==> src/hw/shdf_defs.svh <==
`ifndef SHDF_DEFS_SVH
`define SHDF_DEFS_SVH
// Summary of operation
// Hold mode keeps a valid channel sense value on the output after switch-off.
// After turn-on, sense is accurate only once the sync signal falls.
// At switch-off in hold mode, capture last value, hold it, raise sync.
// Changing the sensed source clears the held value and reacquires.
// Controller cycles the channel off and on after temperature sensing in hold mode.
// Controller avoids hold mode below 60 Hz channel switching.
// Offset polarity bit D8: 1 adds the random offset, 0 subtracts it.
// Controller averages two measurements taken with opposite offset polarity.
// Held value keeps the polarity active at switch-off until the next on period.
// Controller spaces compensation measurements about five filter time constants.
// In normal mode, over-threshold temperature sets prewarning bit; channel stays on.
// Prewarning stays set until fault register is read with temperature below threshold.
// On-state bits follow each output's above-half-supply comparator in real time.
// On-state bits may differ from the internal on-control at low supply.
// Hold enable 0 (default) selects synchronous mode, 1 selects hold mode.
// Two select bits choose channel 0, channel 1 or temperature for sensing.
// During an overcurrent window, sensing is off and sync stays high.

// =====================================
// Register map (byte addresses)
`define SHDF_GCFG_ADDR 8'h00
`define SHDF_RETRY0_ADDR 8'h04
`define SHDF_RETRY1_ADDR 8'h08
`define SHDF_FAULT_ADDR 8'h0C
`define SHDF_STATUS_ADDR 8'h10
`define SHDF_SENSE_ADDR 8'h14

// =====================================
// Field positions
`define SHDF_GCFG_SEL_LO 0
`define SHDF_GCFG_SEL_HI 1
`define SHDF_GCFG_TH_EN 2
`define SHDF_RETRY_OFP 8
`define SHDF_FAULT_OTW 8
`define SHDF_STAT_SYNC 2

// =====================================
// Codes and reset values
`define SHDF_SEL_NONE 2'h0
`define SHDF_SEL_CH0 2'h1
`define SHDF_SEL_CH1 2'h2
`define SHDF_SEL_TEMP 2'h3
`define SHDF_GCFG_RST 3'h0
`define SHDF_RESP_OKAY 2'h0
`define SHDF_RESP_SLVERR 2'h2

// =====================================
// Timing
`define SHDF_CLK_MHZ 10
`define SHDF_SETTLE_US 20
`endif

==> src/hw/shdf_pkg.sv <==
package shdf_pkg;
	typedef enum logic [1:0]
	{
		SHDF_IDLE = 2'h0,
		SHDF_SETTLE = 2'h1,
		SHDF_TRACK = 2'h3,
		SHDF_HOLD = 2'h2
	} shdf_state_t;
endpackage

==> src/hw/shdf_sense_if.sv <==
`timescale 1ns/10ps
interface shdf_sense_if #(parameter int SW = 12);
	logic th_en;
	logic [1:0] sel;
	logic [1:0] ch_on;
	logic [1:0] oc_win;
	logic [1:0] ofs_pol;
	logic [SW-1:0] cur0;
	logic [SW-1:0] cur1;
	logic [SW-1:0] temp;
	logic [SW-1:0] rand_off;
	logic [SW-1:0] sense_val;
	logic sense_sync;
	shdf_pkg::shdf_state_t eng_state;
	modport ctl (output th_en, sel, ch_on, oc_win, ofs_pol, cur0, cur1, temp, rand_off,
		input sense_val, sense_sync, eng_state);
	modport eng (input th_en, sel, ch_on, oc_win, ofs_pol, cur0, cur1, temp, rand_off,
		output sense_val, sense_sync, eng_state);
endinterface

==> src/hw/shdf_sync.sv <==
`timescale 1ns/10ps
module shdf_sync #(parameter int W = 8)
(
	// Clock and reset
	input wire logic i_clk,
	input wire logic i_rst_n,
	// Data
	input wire logic [W-1:0] i_d,
	output logic [W-1:0] o_q
);
	typedef struct packed
	{
		logic [W-1:0] s1;
		logic [W-1:0] s2;
		logic [W-1:0] s3;
		logic [W-1:0] q;
	} shdf_sync_st_t;

	shdf_sync_st_t r_q;
	shdf_sync_st_t r_d;

	// Output moves only when two late stages agree, filtering a stage caught mid-change
	always_comb
	begin
		r_d = r_q;
		r_d.s1 = i_d;
		r_d.s2 = r_q.s1;
		r_d.s3 = r_q.s2;
		if (r_q.s2 == r_q.s3)
		begin
			r_d.q = r_q.s3;
		end
	end

	always_ff @(posedge i_clk or negedge i_rst_n)
	begin
		if (!i_rst_n)
		begin
			r_q <= '0;
		end
		else
		begin
			r_q <= r_d;
		end
	end

	assign o_q = r_q.q;
endmodule

==> src/hw/shdf_hold.sv <==
`timescale 1ns/10ps
`include "shdf_defs.svh"
module shdf_hold #(
	parameter int SW = 12,
	parameter int SETTLE_CYC = `SHDF_SETTLE_US * `SHDF_CLK_MHZ
)
(
	// Clock and reset
	input wire logic i_clk,
	input wire logic i_rst_n,
	// Sense path
	shdf_sense_if.eng sb
);
	localparam int CW = $clog2(SETTLE_CYC + 1);

	typedef struct packed
	{
		shdf_pkg::shdf_state_t st;
		logic [CW-1:0] cnt;
		logic [1:0] sel;
		logic [SW-1:0] val;
		logic sync;
	} shdf_hold_st_t;

	localparam shdf_hold_st_t RST = '{st: shdf_pkg::SHDF_IDLE, cnt: '0,
		sel: `SHDF_SEL_NONE, val: '0, sync: 1'b1};

	shdf_hold_st_t r_q;
	shdf_hold_st_t r_d;

	always_comb
	begin
		logic on;
		logic oc;
		logic pol;
		logic [SW-1:0] cur;
		logic [SW:0] wide;
		logic [SW-1:0] meas;
		on = 1'b0;
		oc = 1'b0;
		pol = 1'b0;
		cur = '0;
		wide = '0;
		meas = '0;
		r_d = r_q;
		// source select
		case (sb.sel)
			`SHDF_SEL_CH0:
			begin
				on = sb.ch_on[0];
				oc = sb.oc_win[0];
				pol = sb.ofs_pol[0];
				cur = sb.cur0;
			end
			`SHDF_SEL_CH1:
			begin
				on = sb.ch_on[1];
				oc = sb.oc_win[1];
				pol = sb.ofs_pol[1];
				cur = sb.cur1;
			end
			default:
			begin
				on = 1'b0;
			end
		endcase
		// polarity adds or subtracts offset, saturating at the rails
		if (pol)
		begin
			wide = {1'b0, cur} + {1'b0, sb.rand_off};
			meas = wide[SW] ? '1 : wide[SW-1:0];
		end
		else
		begin
			wide = {1'b0, cur} - {1'b0, sb.rand_off};
			meas = wide[SW] ? '0 : wide[SW-1:0];
		end
		r_d.sel = sb.sel;
		if (sb.sel != r_q.sel)
		begin
			// source change drops held value
			r_d.st = shdf_pkg::SHDF_IDLE;
			r_d.val = '0;
			r_d.sync = 1'b1;
		end
		else if (sb.sel == `SHDF_SEL_TEMP)
		begin
			r_d.st = shdf_pkg::SHDF_IDLE;
			r_d.val = sb.temp;
			r_d.sync = 1'b1;
		end
		else if (sb.sel == `SHDF_SEL_NONE || oc)
		begin
			// sensing off in overcurrent window
			r_d.st = shdf_pkg::SHDF_IDLE;
			r_d.val = '0;
			r_d.sync = 1'b1;
		end
		else
		begin
			case (r_q.st)
				shdf_pkg::SHDF_IDLE:
				begin
					r_d.val = '0;
					r_d.sync = 1'b1;
					if (on)
					begin
						r_d.st = shdf_pkg::SHDF_SETTLE;
						r_d.cnt = '0;
					end
				end
				shdf_pkg::SHDF_SETTLE:
				begin
					// sync stays high until settled; hold mode keeps old sample meanwhile
					r_d.sync = 1'b1;
					r_d.val = sb.th_en ? r_q.val : meas;
					r_d.cnt = r_q.cnt + CW'(1);
					if (!on)
					begin
						r_d.st = sb.th_en ? shdf_pkg::SHDF_HOLD : shdf_pkg::SHDF_IDLE;
						r_d.val = sb.th_en ? r_q.val : '0;
					end
					else if (r_q.cnt == CW'(SETTLE_CYC - 1))
					begin
						r_d.st = shdf_pkg::SHDF_TRACK;
						r_d.cnt = '0;
					end
				end
				shdf_pkg::SHDF_TRACK:
				begin
					r_d.val = meas;
					r_d.sync = 1'b0;
					if (!on)
					begin
						// mode decides whether switch-off holds or drops
						if (sb.th_en)
						begin
							// last tracked sample held, sync raised
							r_d.st = shdf_pkg::SHDF_HOLD;
							r_d.val = r_q.val;
							r_d.sync = 1'b1;
						end
						else
						begin
							r_d.st = shdf_pkg::SHDF_IDLE;
							r_d.val = '0;
							r_d.sync = 1'b1;
						end
					end
				end
				shdf_pkg::SHDF_HOLD:
				begin
					// held value stays; R9: polarity changes ignored while off
					r_d.sync = 1'b1;
					if (!sb.th_en)
					begin
						r_d.st = shdf_pkg::SHDF_IDLE;
						r_d.val = '0;
					end
					else if (on)
					begin
						r_d.st = shdf_pkg::SHDF_SETTLE;
						r_d.cnt = '0;
					end
				end
				default:
				begin
					r_d = RST;
				end
			endcase
		end
	end

	always_ff @(posedge i_clk or negedge i_rst_n)
	begin
		if (!i_rst_n)
		begin
			r_q <= RST;
		end
		else
		begin
			r_q <= r_d;
		end
	end

	assign sb.sense_val = r_q.val;
	assign sb.sense_sync = r_q.sync;
	assign sb.eng_state = r_q.st;
endmodule

==> src/hw/shdf_top.sv <==
// Added by the designer: the AXI4-Lite register port and the register offsets.
`timescale 1ns/10ps
`include "shdf_defs.svh"
module shdf_top #(
	parameter int SW = 12,
	parameter int AW = 8,
	parameter int SETTLE_CYC = `SHDF_SETTLE_US * `SHDF_CLK_MHZ
)
(
	// Clock and reset
	input wire logic I_CLK_SYS,
	input wire logic I_RSTN,
	// AXI4-Lite write
	input wire logic [AW-1:0] I_AWADDR,
	input wire logic I_AWVALID,
	output logic O_AWREADY,
	input wire logic [31:0] I_WDATA,
	input wire logic [3:0] I_WSTRB,
	input wire logic I_WVALID,
	output logic O_WREADY,
	output logic [1:0] O_BRESP,
	output logic O_BVALID,
	input wire logic I_BREADY,
	// AXI4-Lite read
	input wire logic [AW-1:0] I_ARADDR,
	input wire logic I_ARVALID,
	output logic O_ARREADY,
	output logic [31:0] O_RDATA,
	output logic [1:0] O_RRESP,
	output logic O_RVALID,
	input wire logic I_RREADY,
	// Channel and analog front end
	input wire logic [1:0] I_CH_ON,
	input wire logic [1:0] I_OUT_HI,
	input wire logic [1:0] I_OC_WIN,
	input wire logic I_TEMP_HI,
	input wire logic I_NORMAL_MODE,
	input wire logic [SW-1:0] I_CUR0,
	input wire logic [SW-1:0] I_CUR1,
	input wire logic [SW-1:0] I_TEMP_CODE,
	input wire logic [SW-1:0] I_RAND_OFFSET,
	// Sense output
	output logic [SW-1:0] O_SENSE_CODE,
	output logic O_SENSE_SYNC,
	output logic [1:0] O_OFFSET_POLARITY
);
	localparam int YW = 8 + 4 * SW;

	typedef struct packed
	{
		logic awrdy;
		logic wrdy;
		logic aw_have;
		logic w_have;
		logic [AW-1:0] awaddr;
		logic [31:0] wdata;
		logic [3:0] wstrb;
		logic bvalid;
		logic [1:0] bresp;
		logic arrdy;
		logic rvalid;
		logic [1:0] rresp;
		logic [31:0] rdata;
		logic [2:0] gcfg;
		logic [1:0] offset_polarity_bit;
		logic temp_prewarning_flag;
		logic [1:0] on_st;
		logic [SW-1:0] sense;
		logic sync;
	} shdf_top_st_t;

	// =====================================
	// Reset release
	logic [1:0] rst_sync_q;
	logic rst_n;

	always_ff @(posedge I_CLK_SYS or negedge I_RSTN)
	begin
		if (!I_RSTN)
		begin
			rst_sync_q <= 2'h0;
		end
		else
		begin
			rst_sync_q <= {rst_sync_q[0], 1'b1};
		end
	end

	assign rst_n = rst_sync_q[1];

	// =====================================
	// Pin synchronisers
	logic [YW-1:0] pins;
	logic [YW-1:0] pins_s;
	logic normal_s;
	logic temp_hi_s;
	logic [1:0] oc_s;
	logic [1:0] out_hi_s;
	logic [1:0] ch_on_s;
	logic [SW-1:0] off_s;
	logic [SW-1:0] temp_s;
	logic [SW-1:0] cur1_s;
	logic [SW-1:0] cur0_s;

	assign pins = {I_NORMAL_MODE, I_TEMP_HI, I_OC_WIN, I_OUT_HI, I_CH_ON,
		I_RAND_OFFSET, I_TEMP_CODE, I_CUR1, I_CUR0};

	shdf_sync #(.W(YW)) u_sync
	(
		.i_clk(I_CLK_SYS),
		.i_rst_n(rst_n),
		.i_d(pins),
		.o_q(pins_s)
	);

	assign {normal_s, temp_hi_s, oc_s, out_hi_s, ch_on_s, off_s, temp_s, cur1_s, cur0_s} = pins_s;

	// =====================================
	// Sense engine
	shdf_top_st_t r_q;
	shdf_top_st_t r_d;

	shdf_sense_if #(.SW(SW)) sense_bus ();

	assign sense_bus.th_en = r_q.gcfg[`SHDF_GCFG_TH_EN];
	assign sense_bus.sel = {r_q.gcfg[`SHDF_GCFG_SEL_HI], r_q.gcfg[`SHDF_GCFG_SEL_LO]};
	assign sense_bus.ch_on = ch_on_s;
	assign sense_bus.oc_win = oc_s;
	assign sense_bus.ofs_pol = r_q.offset_polarity_bit;
	assign sense_bus.cur0 = cur0_s;
	assign sense_bus.cur1 = cur1_s;
	assign sense_bus.temp = temp_s;
	assign sense_bus.rand_off = off_s;

	shdf_hold #(.SW(SW), .SETTLE_CYC(SETTLE_CYC)) u_hold
	(
		.i_clk(I_CLK_SYS),
		.i_rst_n(rst_n),
		.sb(sense_bus.eng)
	);

	// =====================================
	// Register slave and flags
	always_comb
	begin
		logic [31:0] rd;
		logic [1:0] rr;
		logic otw_set;
		logic otw_clr;
		rd = 32'h0000_0000;
		rr = `SHDF_RESP_OKAY;
		otw_set = 1'b0;
		otw_clr = 1'b0;
		r_d = r_q;
		case (I_ARADDR)
			AW'(`SHDF_GCFG_ADDR):
			begin
				rd[2:0] = r_q.gcfg;
			end
			AW'(`SHDF_RETRY0_ADDR):
			begin
				rd[`SHDF_RETRY_OFP] = r_q.offset_polarity_bit[0];
			end
			AW'(`SHDF_RETRY1_ADDR):
			begin
				rd[`SHDF_RETRY_OFP] = r_q.offset_polarity_bit[1];
			end
			AW'(`SHDF_FAULT_ADDR):
			begin
				rd[`SHDF_FAULT_OTW] = r_q.temp_prewarning_flag;
				// read clears only once temperature is back below threshold
				otw_clr = I_ARVALID && r_q.arrdy && !temp_hi_s;
			end
			AW'(`SHDF_STATUS_ADDR):
			begin
				rd[1:0] = r_q.on_st;
				rd[`SHDF_STAT_SYNC] = r_q.sync;
			end
			AW'(`SHDF_SENSE_ADDR):
			begin
				rd[SW-1:0] = r_q.sense;
			end
			default:
			begin
				rr = `SHDF_RESP_SLVERR;
			end
		endcase
		// Read channel
		if (r_q.rvalid && I_RREADY)
		begin
			r_d.rvalid = 1'b0;
		end
		if (I_ARVALID && r_q.arrdy)
		begin
			r_d.rvalid = 1'b1;
			r_d.rdata = rd;
			r_d.rresp = rr;
		end
		r_d.arrdy = !r_d.rvalid;
		// Write channel: address and data taken in either order
		if (r_q.bvalid && I_BREADY)
		begin
			r_d.bvalid = 1'b0;
		end
		if (I_AWVALID && r_q.awrdy)
		begin
			r_d.aw_have = 1'b1;
			r_d.awaddr = I_AWADDR;
		end
		if (I_WVALID && r_q.wrdy)
		begin
			r_d.w_have = 1'b1;
			r_d.wdata = I_WDATA;
			r_d.wstrb = I_WSTRB;
		end
		if (r_q.aw_have && r_q.w_have && !r_q.bvalid)
		begin
			r_d.aw_have = 1'b0;
			r_d.w_have = 1'b0;
			r_d.bvalid = 1'b1;
			r_d.bresp = `SHDF_RESP_OKAY;
			case (r_q.awaddr)
				AW'(`SHDF_GCFG_ADDR):
				begin
					// hold enable and R16: select bits
					if (r_q.wstrb[0])
					begin
						r_d.gcfg = r_q.wdata[2:0];
					end
				end
				AW'(`SHDF_RETRY0_ADDR):
				begin
					// per-channel polarity
					if (r_q.wstrb[1])
					begin
						r_d.offset_polarity_bit[0] = r_q.wdata[`SHDF_RETRY_OFP];
					end
				end
				AW'(`SHDF_RETRY1_ADDR):
				begin
					if (r_q.wstrb[1])
					begin
						r_d.offset_polarity_bit[1] = r_q.wdata[`SHDF_RETRY_OFP];
					end
				end
				AW'(`SHDF_FAULT_ADDR), AW'(`SHDF_STATUS_ADDR), AW'(`SHDF_SENSE_ADDR):
				begin
					r_d.bresp = `SHDF_RESP_OKAY;
				end
				default:
				begin
					r_d.bresp = `SHDF_RESP_SLVERR;
				end
			endcase
		end
		// Readiness withheld while a beat waits, so one write at a time
		r_d.awrdy = !r_d.aw_have && !r_d.bvalid;
		r_d.wrdy = !r_d.w_have && !r_d.bvalid;
		// prewarning set in normal mode only; set beats a same-cycle clear
		otw_set = normal_s && temp_hi_s;
		r_d.temp_prewarning_flag = (r_q.temp_prewarning_flag && !otw_clr) || otw_set;
		// comparator state, not on-control; R14: the two may differ
		r_d.on_st = out_hi_s;
		r_d.sense = sense_bus.sense_val;
		r_d.sync = sense_bus.sense_sync;
	end

	always_ff @(posedge I_CLK_SYS or negedge rst_n)
	begin
		if (!rst_n)
		begin
			r_q <= '0;
			r_q.gcfg <= `SHDF_GCFG_RST;
			r_q.sync <= 1'b1;
		end
		else
		begin
			r_q <= r_d;
		end
	end

	assign O_AWREADY = r_q.awrdy;
	assign O_WREADY = r_q.wrdy;
	assign O_BRESP = r_q.bresp;
	assign O_BVALID = r_q.bvalid;
	assign O_ARREADY = r_q.arrdy;
	assign O_RDATA = r_q.rdata;
	assign O_RRESP = r_q.rresp;
	assign O_RVALID = r_q.rvalid;
	assign O_SENSE_CODE = r_q.sense;
	assign O_SENSE_SYNC = r_q.sync;
	assign O_OFFSET_POLARITY = r_q.offset_polarity_bit;
endmodule

==> config.mk <==
export PLATFORM = sky130hd
export DESIGN_NAME = shdf_top
export DESIGN_NICKNAME = d
export VERILOG_FILES = /design/src/hw/shdf_pkg.sv /design/src/hw/shdf_sense_if.sv /design/src/hw/shdf_sync.sv /design/src/hw/shdf_hold.sv /design/src/hw/shdf_top.sv
export VERILOG_INCLUDE_DIRS = /design/src /design/src/hw
export SDC_FILE = /design/constraint.sdc
export NUM_CORES = 1
export LEC_CHECK = 0
export BUFFER_PORTS_ARGS = -buffer_cell sky130_fd_sc_hd__buf_2
export CORE_ASPECT_RATIO = 0.8
export CORE_UTILIZATION = 45
export DETAILED_ROUTE_END_ITERATION = 10
export PLACE_DENSITY = 0.66
export SLEW_MARGIN = 10
export SYNTH_ARGS = -nofsm -noshare
export SYNTH_HDL_FRONTEND = slang
export SYNTH_SLANG_ARGS = --single-unit
==> constraint.sdc <==
create_clock -name I_CLK_SYS -period 15.9 [get_ports I_CLK_SYS]
set_input_delay 3.18 -clock I_CLK_SYS [delete_from_list [all_inputs] [get_ports I_CLK_SYS]]
set_output_delay 3.18 -clock I_CLK_SYS [all_outputs]
set_load 0.005 [all_outputs]
Word-level counts from Yosys, hierarchy flattened
Cells that the tools add are included.
W data, S select, Z words.
Cells by class
  add/subtract/negate cells: 3
  eq/ne operators: 24
  mux-type cells: 45
  bitwise operators: 3
  reduce and logical (&&, ||, !) cells: 34
Operator list (number)
  $mux W12: 6
  $mux W13: 5
  $eq A56 B56 Y1: 1
  $pmux W13 S4: 1
  $mux W35: 1
  $eq A8 B4 Y1 const B: 4
  $eq A8 B5 Y1 const B: 4
  $mux W2: 12
  $pmux W12 S2: 1
  $pmux W8 S3: 1
  $mux W10: 2
  $eq A8 B3 Y1 const B: 2
  $logic_not A8 Y1: 2
  $mux W8: 2
  $add A12 B12 Y13: 1
  $sub A12 B12 Y13: 1
  $logic_and A1 B1 Y1: 12
  $ne A6 B6 Y1 const B: 2
  $reduce_or A6 Y1: 2
  $pmux W3 S3: 1
  $reduce_and A3 Y1: 3
  $add A8 B1 Y8 const B: 1
  $eq A2 B2 Y1 const B: 4
  $eq A8 B8 Y1 const B: 1
  18 further kinds: 37
Word-level totals
  flip-flop bits (word level): 314
  input bits: 115
  word-level logic and storage cells: 139

Logic depth before layout (Yosys ltp)
  word-level depth: 11
  depth in mapped cells: 17
  gate-level depth less buffers: 16

Modules after synthesis
A second synthesis with hierarchy kept.
Second synthesis, totals
  cell total of the unflattened synthesis: 1030
  area, all modules: 13107.6 um2
Modules (own cells, without submodules)
  shdf_sync: times used 1, cells an instance 417, area each 7469.7 um2
  shdf_hold: times used 1, cells an instance 401, area each 3088.0 um2
  shdf_top: times used 1, cells an instance 212, area each 2549.9 um2

Worst setup path before layout
Ideal clock, no wire load.
  kind: input to register
  from: input I_ARADDR[1]
  to: register r_q, in the netlist O_RDATA[10]
  setup time: 66 ps
  arrival time: 4191 ps
  path slack: 11643 ps
  stages on the path: 6
  buffers on the path: 1
  cell sequence: nor3_1 nand2_1 nor2_1 and4_1 clkbuf_1 a22o_1
On the way
  longest elaborated chain between the ends: 2
Ends and longest elaborated chain
  start, declared: RTL line shdf_top.sv:25  | input wire logic [AW-1:0] I_ARADDR,
  $eq A8 B5 Y1: RTL line shdf_top.sv:155  | case (I_ARADDR)
  $mux W3: RTL line shdf_top.sv:155
  end signal, assigned: RTL line shdf_top.sv:278  | r_q <= r_d;
  end, declared: RTL line shdf_top.sv:120  | shdf_top_st_t r_q;
Every way passes these cells.
A chain may end at the register's enable or synchronous reset.

Worst setup path in the final report
  from: register r_q, in the netlist O_OFFSET_POLARITY[1]
  to: output O_OFFSET_POLARITY[1]
RTL lines
  end, declared: RTL line shdf_top.sv:45  | output logic [1:0] O_OFFSET_POLARITY
No word-level cell between the ends.

==> results.txt <==
status: complete, no violations
CP Launch Point: O_OFFSET_POLARITY[1]
Iteration-0 DRC Markers: 359
CP max stage delay: 0.50 ns
die height: 151 microns
H-tree Lvls: 1
number of enable flip-flop cells after synthesis: 0
met3 Use GR: 0.0359
clock sinks: 307
number of gates resized after CTS: 0
required time of the critical path: 12.72 ns
Post-Syn Area: 12400 sq um
Clk Latency, worst-skew pair: 0.56 ns
Critical Path Source Type: register
CP max stage cell: dfrtp_1
reg2reg path depth: 13
Clock power frac: 0.423
Die Area: 28300 sq um
WP depth: 1
CP Cell Sequence: buf_2
post-synthesis sequential area ratio: 0.618
I/O pin count: 171
vias: 7398
max_slew headroom: 0.340
Slew Viols, Final: 0
Synth top area share: 0.614
Min-Delay Path Class: register to register
first-pass GRT wire length: 39.3 mm
CTS Root Cell: clkbuf_16
overall routed net length: 23.9 mm
GPL Wtd Cong: 0.871
pin count of the biggest net entering global routing: 82
core area: 27200 sq um
die width: 188 microns
Initial Util: 0.457
hold buffers post-CTS: 0
final setup vio count: 0
peak supply drop: 0.0000889 V
routed vias/inst: 5.09
Worst Tran Pin Value: 0.990 ns
main area contributors after synthesis: dfrtp_1 61%, mux2_2 6.0%, buf_4 3.1%, xor2_1 2.9%, ha_1 2.7%
Setup crit end kind: output port
MaxCap Viol Count: 0
Hold Path Origin: u_sync.r_d[136]
grt met2 use: 0.248
P_leak: 6.58 nW
Area after DPL: 13100 sq um
number of global-route vias before repair: 7253
dpl hpwl: 17.2 mm
Sw Share: 0.234
area delta synth->final: 13.8%
cell taking the most area after synthesis: dfrtp_1
ys flop type: dfrtp_1
Internal Power: 1.35 mW
initial antenna violation count: 0
Reg clk slew, reported paths: 0.06 ns
ys async rst share: 1.00
Mapped Cells: 973
PD cells: 125 nW/um^2
final hold vios: 0
hold-critical path depth: 0
Top Family by Delay on Critical Path: flip-flops
syn_area_per_cell: 12.8 sq um
GR peak layer: met1
port bufs: 118
Non-Filler Instances: 1454
CTS buffer count: 29
Synth Warn #: 0
Design Area, Final: 14100 sq um
Fin Clk Skew: 0.0162 ns
Tcrit/Tclk final: 0.277
total grt overflow: 0
class of the most critical setup path: register to output port
layout cells sized above 1: 0.247
number of diodes: 0
Placed Cells incl. Taps: 1400
Initial DRT Pass Iterations: 5
Flop pwr share: 0.495
grt met1 use: 0.275
Logic pwr share: 0.082
setup TNS: 0 ns
Unique masters post-synth: 83
Layout Nets: 1209
fin crit period: 4.40 ns
RSZ-0062 raised after global routing: no
# DRC: 0
gr usage total: 0.176
P_sw: 0.412 mW
CTS tree: yes
synth cell count leaders: 305 x dfrtp_1, 72 x nand2_1, 66 x mux2_2, 52 x buf_4
FP Rows: 54
Routed Antenna Nets: 0
worst reg2reg setup slack: 11.76 ns
Longest Clk Path Bufs: 3
Post-CTS Setup Bufs: 0
#FFs+latches synth: 307
wire per inst: 16.5 microns
worst path buffer plus inverter count: 1
Arrival @ worst endpoint: 1.22 ns
f_max: 0.227 GHz
critical-path maximum fanout: 4
count leader, synth: dfrtp_1
RR Startpoint: r_q[18]
power groups by stage:
stage                     clock network (mW)  registers (mW)  logic (mW)
after CTS                              0.765           0.872       0.146
after global placement                     0           0.884       0.143
after floorplan                            0           0.885       0.104
after detailed placement                   0           0.886       0.146
after global routing                   0.798           0.880       0.163
final                                  0.745           0.872       0.144
state kept, by name, summed over array words and instances (netlist names), 10 cells and up:
signal,count
u_hold.r_q,10
u_sync.r_d,112
O_RDATA,12
u_sync.r_q,56
u_sync.o_q,56
r_q,22
O_SENSE_CODE,12
u_hold.sb.sense_val,12
cell type report:
class                      instances  area [sq um]
sequential                       307          7690
clock buffer                      43           858
clock inverter                    11           208
fill                            2371         13100
timing repair buffer             122           621
inverter                          26          97.6
multi-input combinational        581          4220
tap                              364           455
layer usage:
layer | up-vias | part of all wire
li1 | 3527 | -
met1 | 3637 | 0.51
met2 | 199 | 0.40
met3 | 35 | 0.063
met4 | 0 | 0.023
met5 | - | 0
worst register-to-register path: stages, from the launching register on:
cell,delay (ns)
dfrtp_1,0.45
inv_1,0.14
ha_1,0.78
a22oi_1,0.24
nor2_1,0.19
ha_1,0.38
a21oi_1,0.34
nand2_1,0.15
o211ai_2,0.20
o311ai_4,0.19
a2111oi_2,0.39
a31oi_1,0.10
a211o_1,0.30
a32oi_1,0.19
metrics by stage:
step	setup WS, ns	hold WS [ns]	total power [mW]	util
global placement	11.46	0.332	1.03	0.480
global route	11.35	0.348	1.84	0.519
floorplan	6.71	0.331	0.988	-
finish	11.50	0.341	1.76	0.519
detailed placement	11.41	0.335	1.03	0.480
CTS	11.46	0.344	1.78	0.519
kinds of logic (layout without fill, tap and decap cells):
kind of cell	Yosys count	count (layout)	synth area share
flip-flops	307	307	0.618
AND/OR/NAND/NOR	210	210	0.0835
multiplexers	70	70	0.0630
other	2	23	0.000604
XOR/XNOR	66	66	0.0465
AO/OA/AOI/OAI	184	184	0.110
buffers and inverters	106	202	0.0501
adder cells (fa/ha/maj)	28	28	0.0280
path summary, 6_finish.rpt:
check                                          endpoint
worst max-delay path               O_OFFSET_POLARITY[1]
worst min-delay path                     u_sync.r_d[80]
worst max register to register  u_hold.sb.sense_val[10]
worst min register to register           u_sync.r_d[80]
max in group asynchronous                 rst_sync_q[1]
min in group asynchronous                u_sync.r_d[76]
cells in the final DEF, fill, tap and decap left out, types with 9 or more instances in the layout:
cell and n:
clkbuf_16 29, buf_2 118, a22o_1 17, xor2_1 41
nor2_1 46, nor4_1 14, mux2_2 66, o21ai_0 46
inv_1 25, dfrtp_1 304, xnor2_1 25, nor3_1 10
nand2_1 72, conb_1 23, nand2b_1 9, ha_1 27
nand3_1 10, a22oi_1 16, a21oi_1 29
Power figures use the tool's default switching activity.
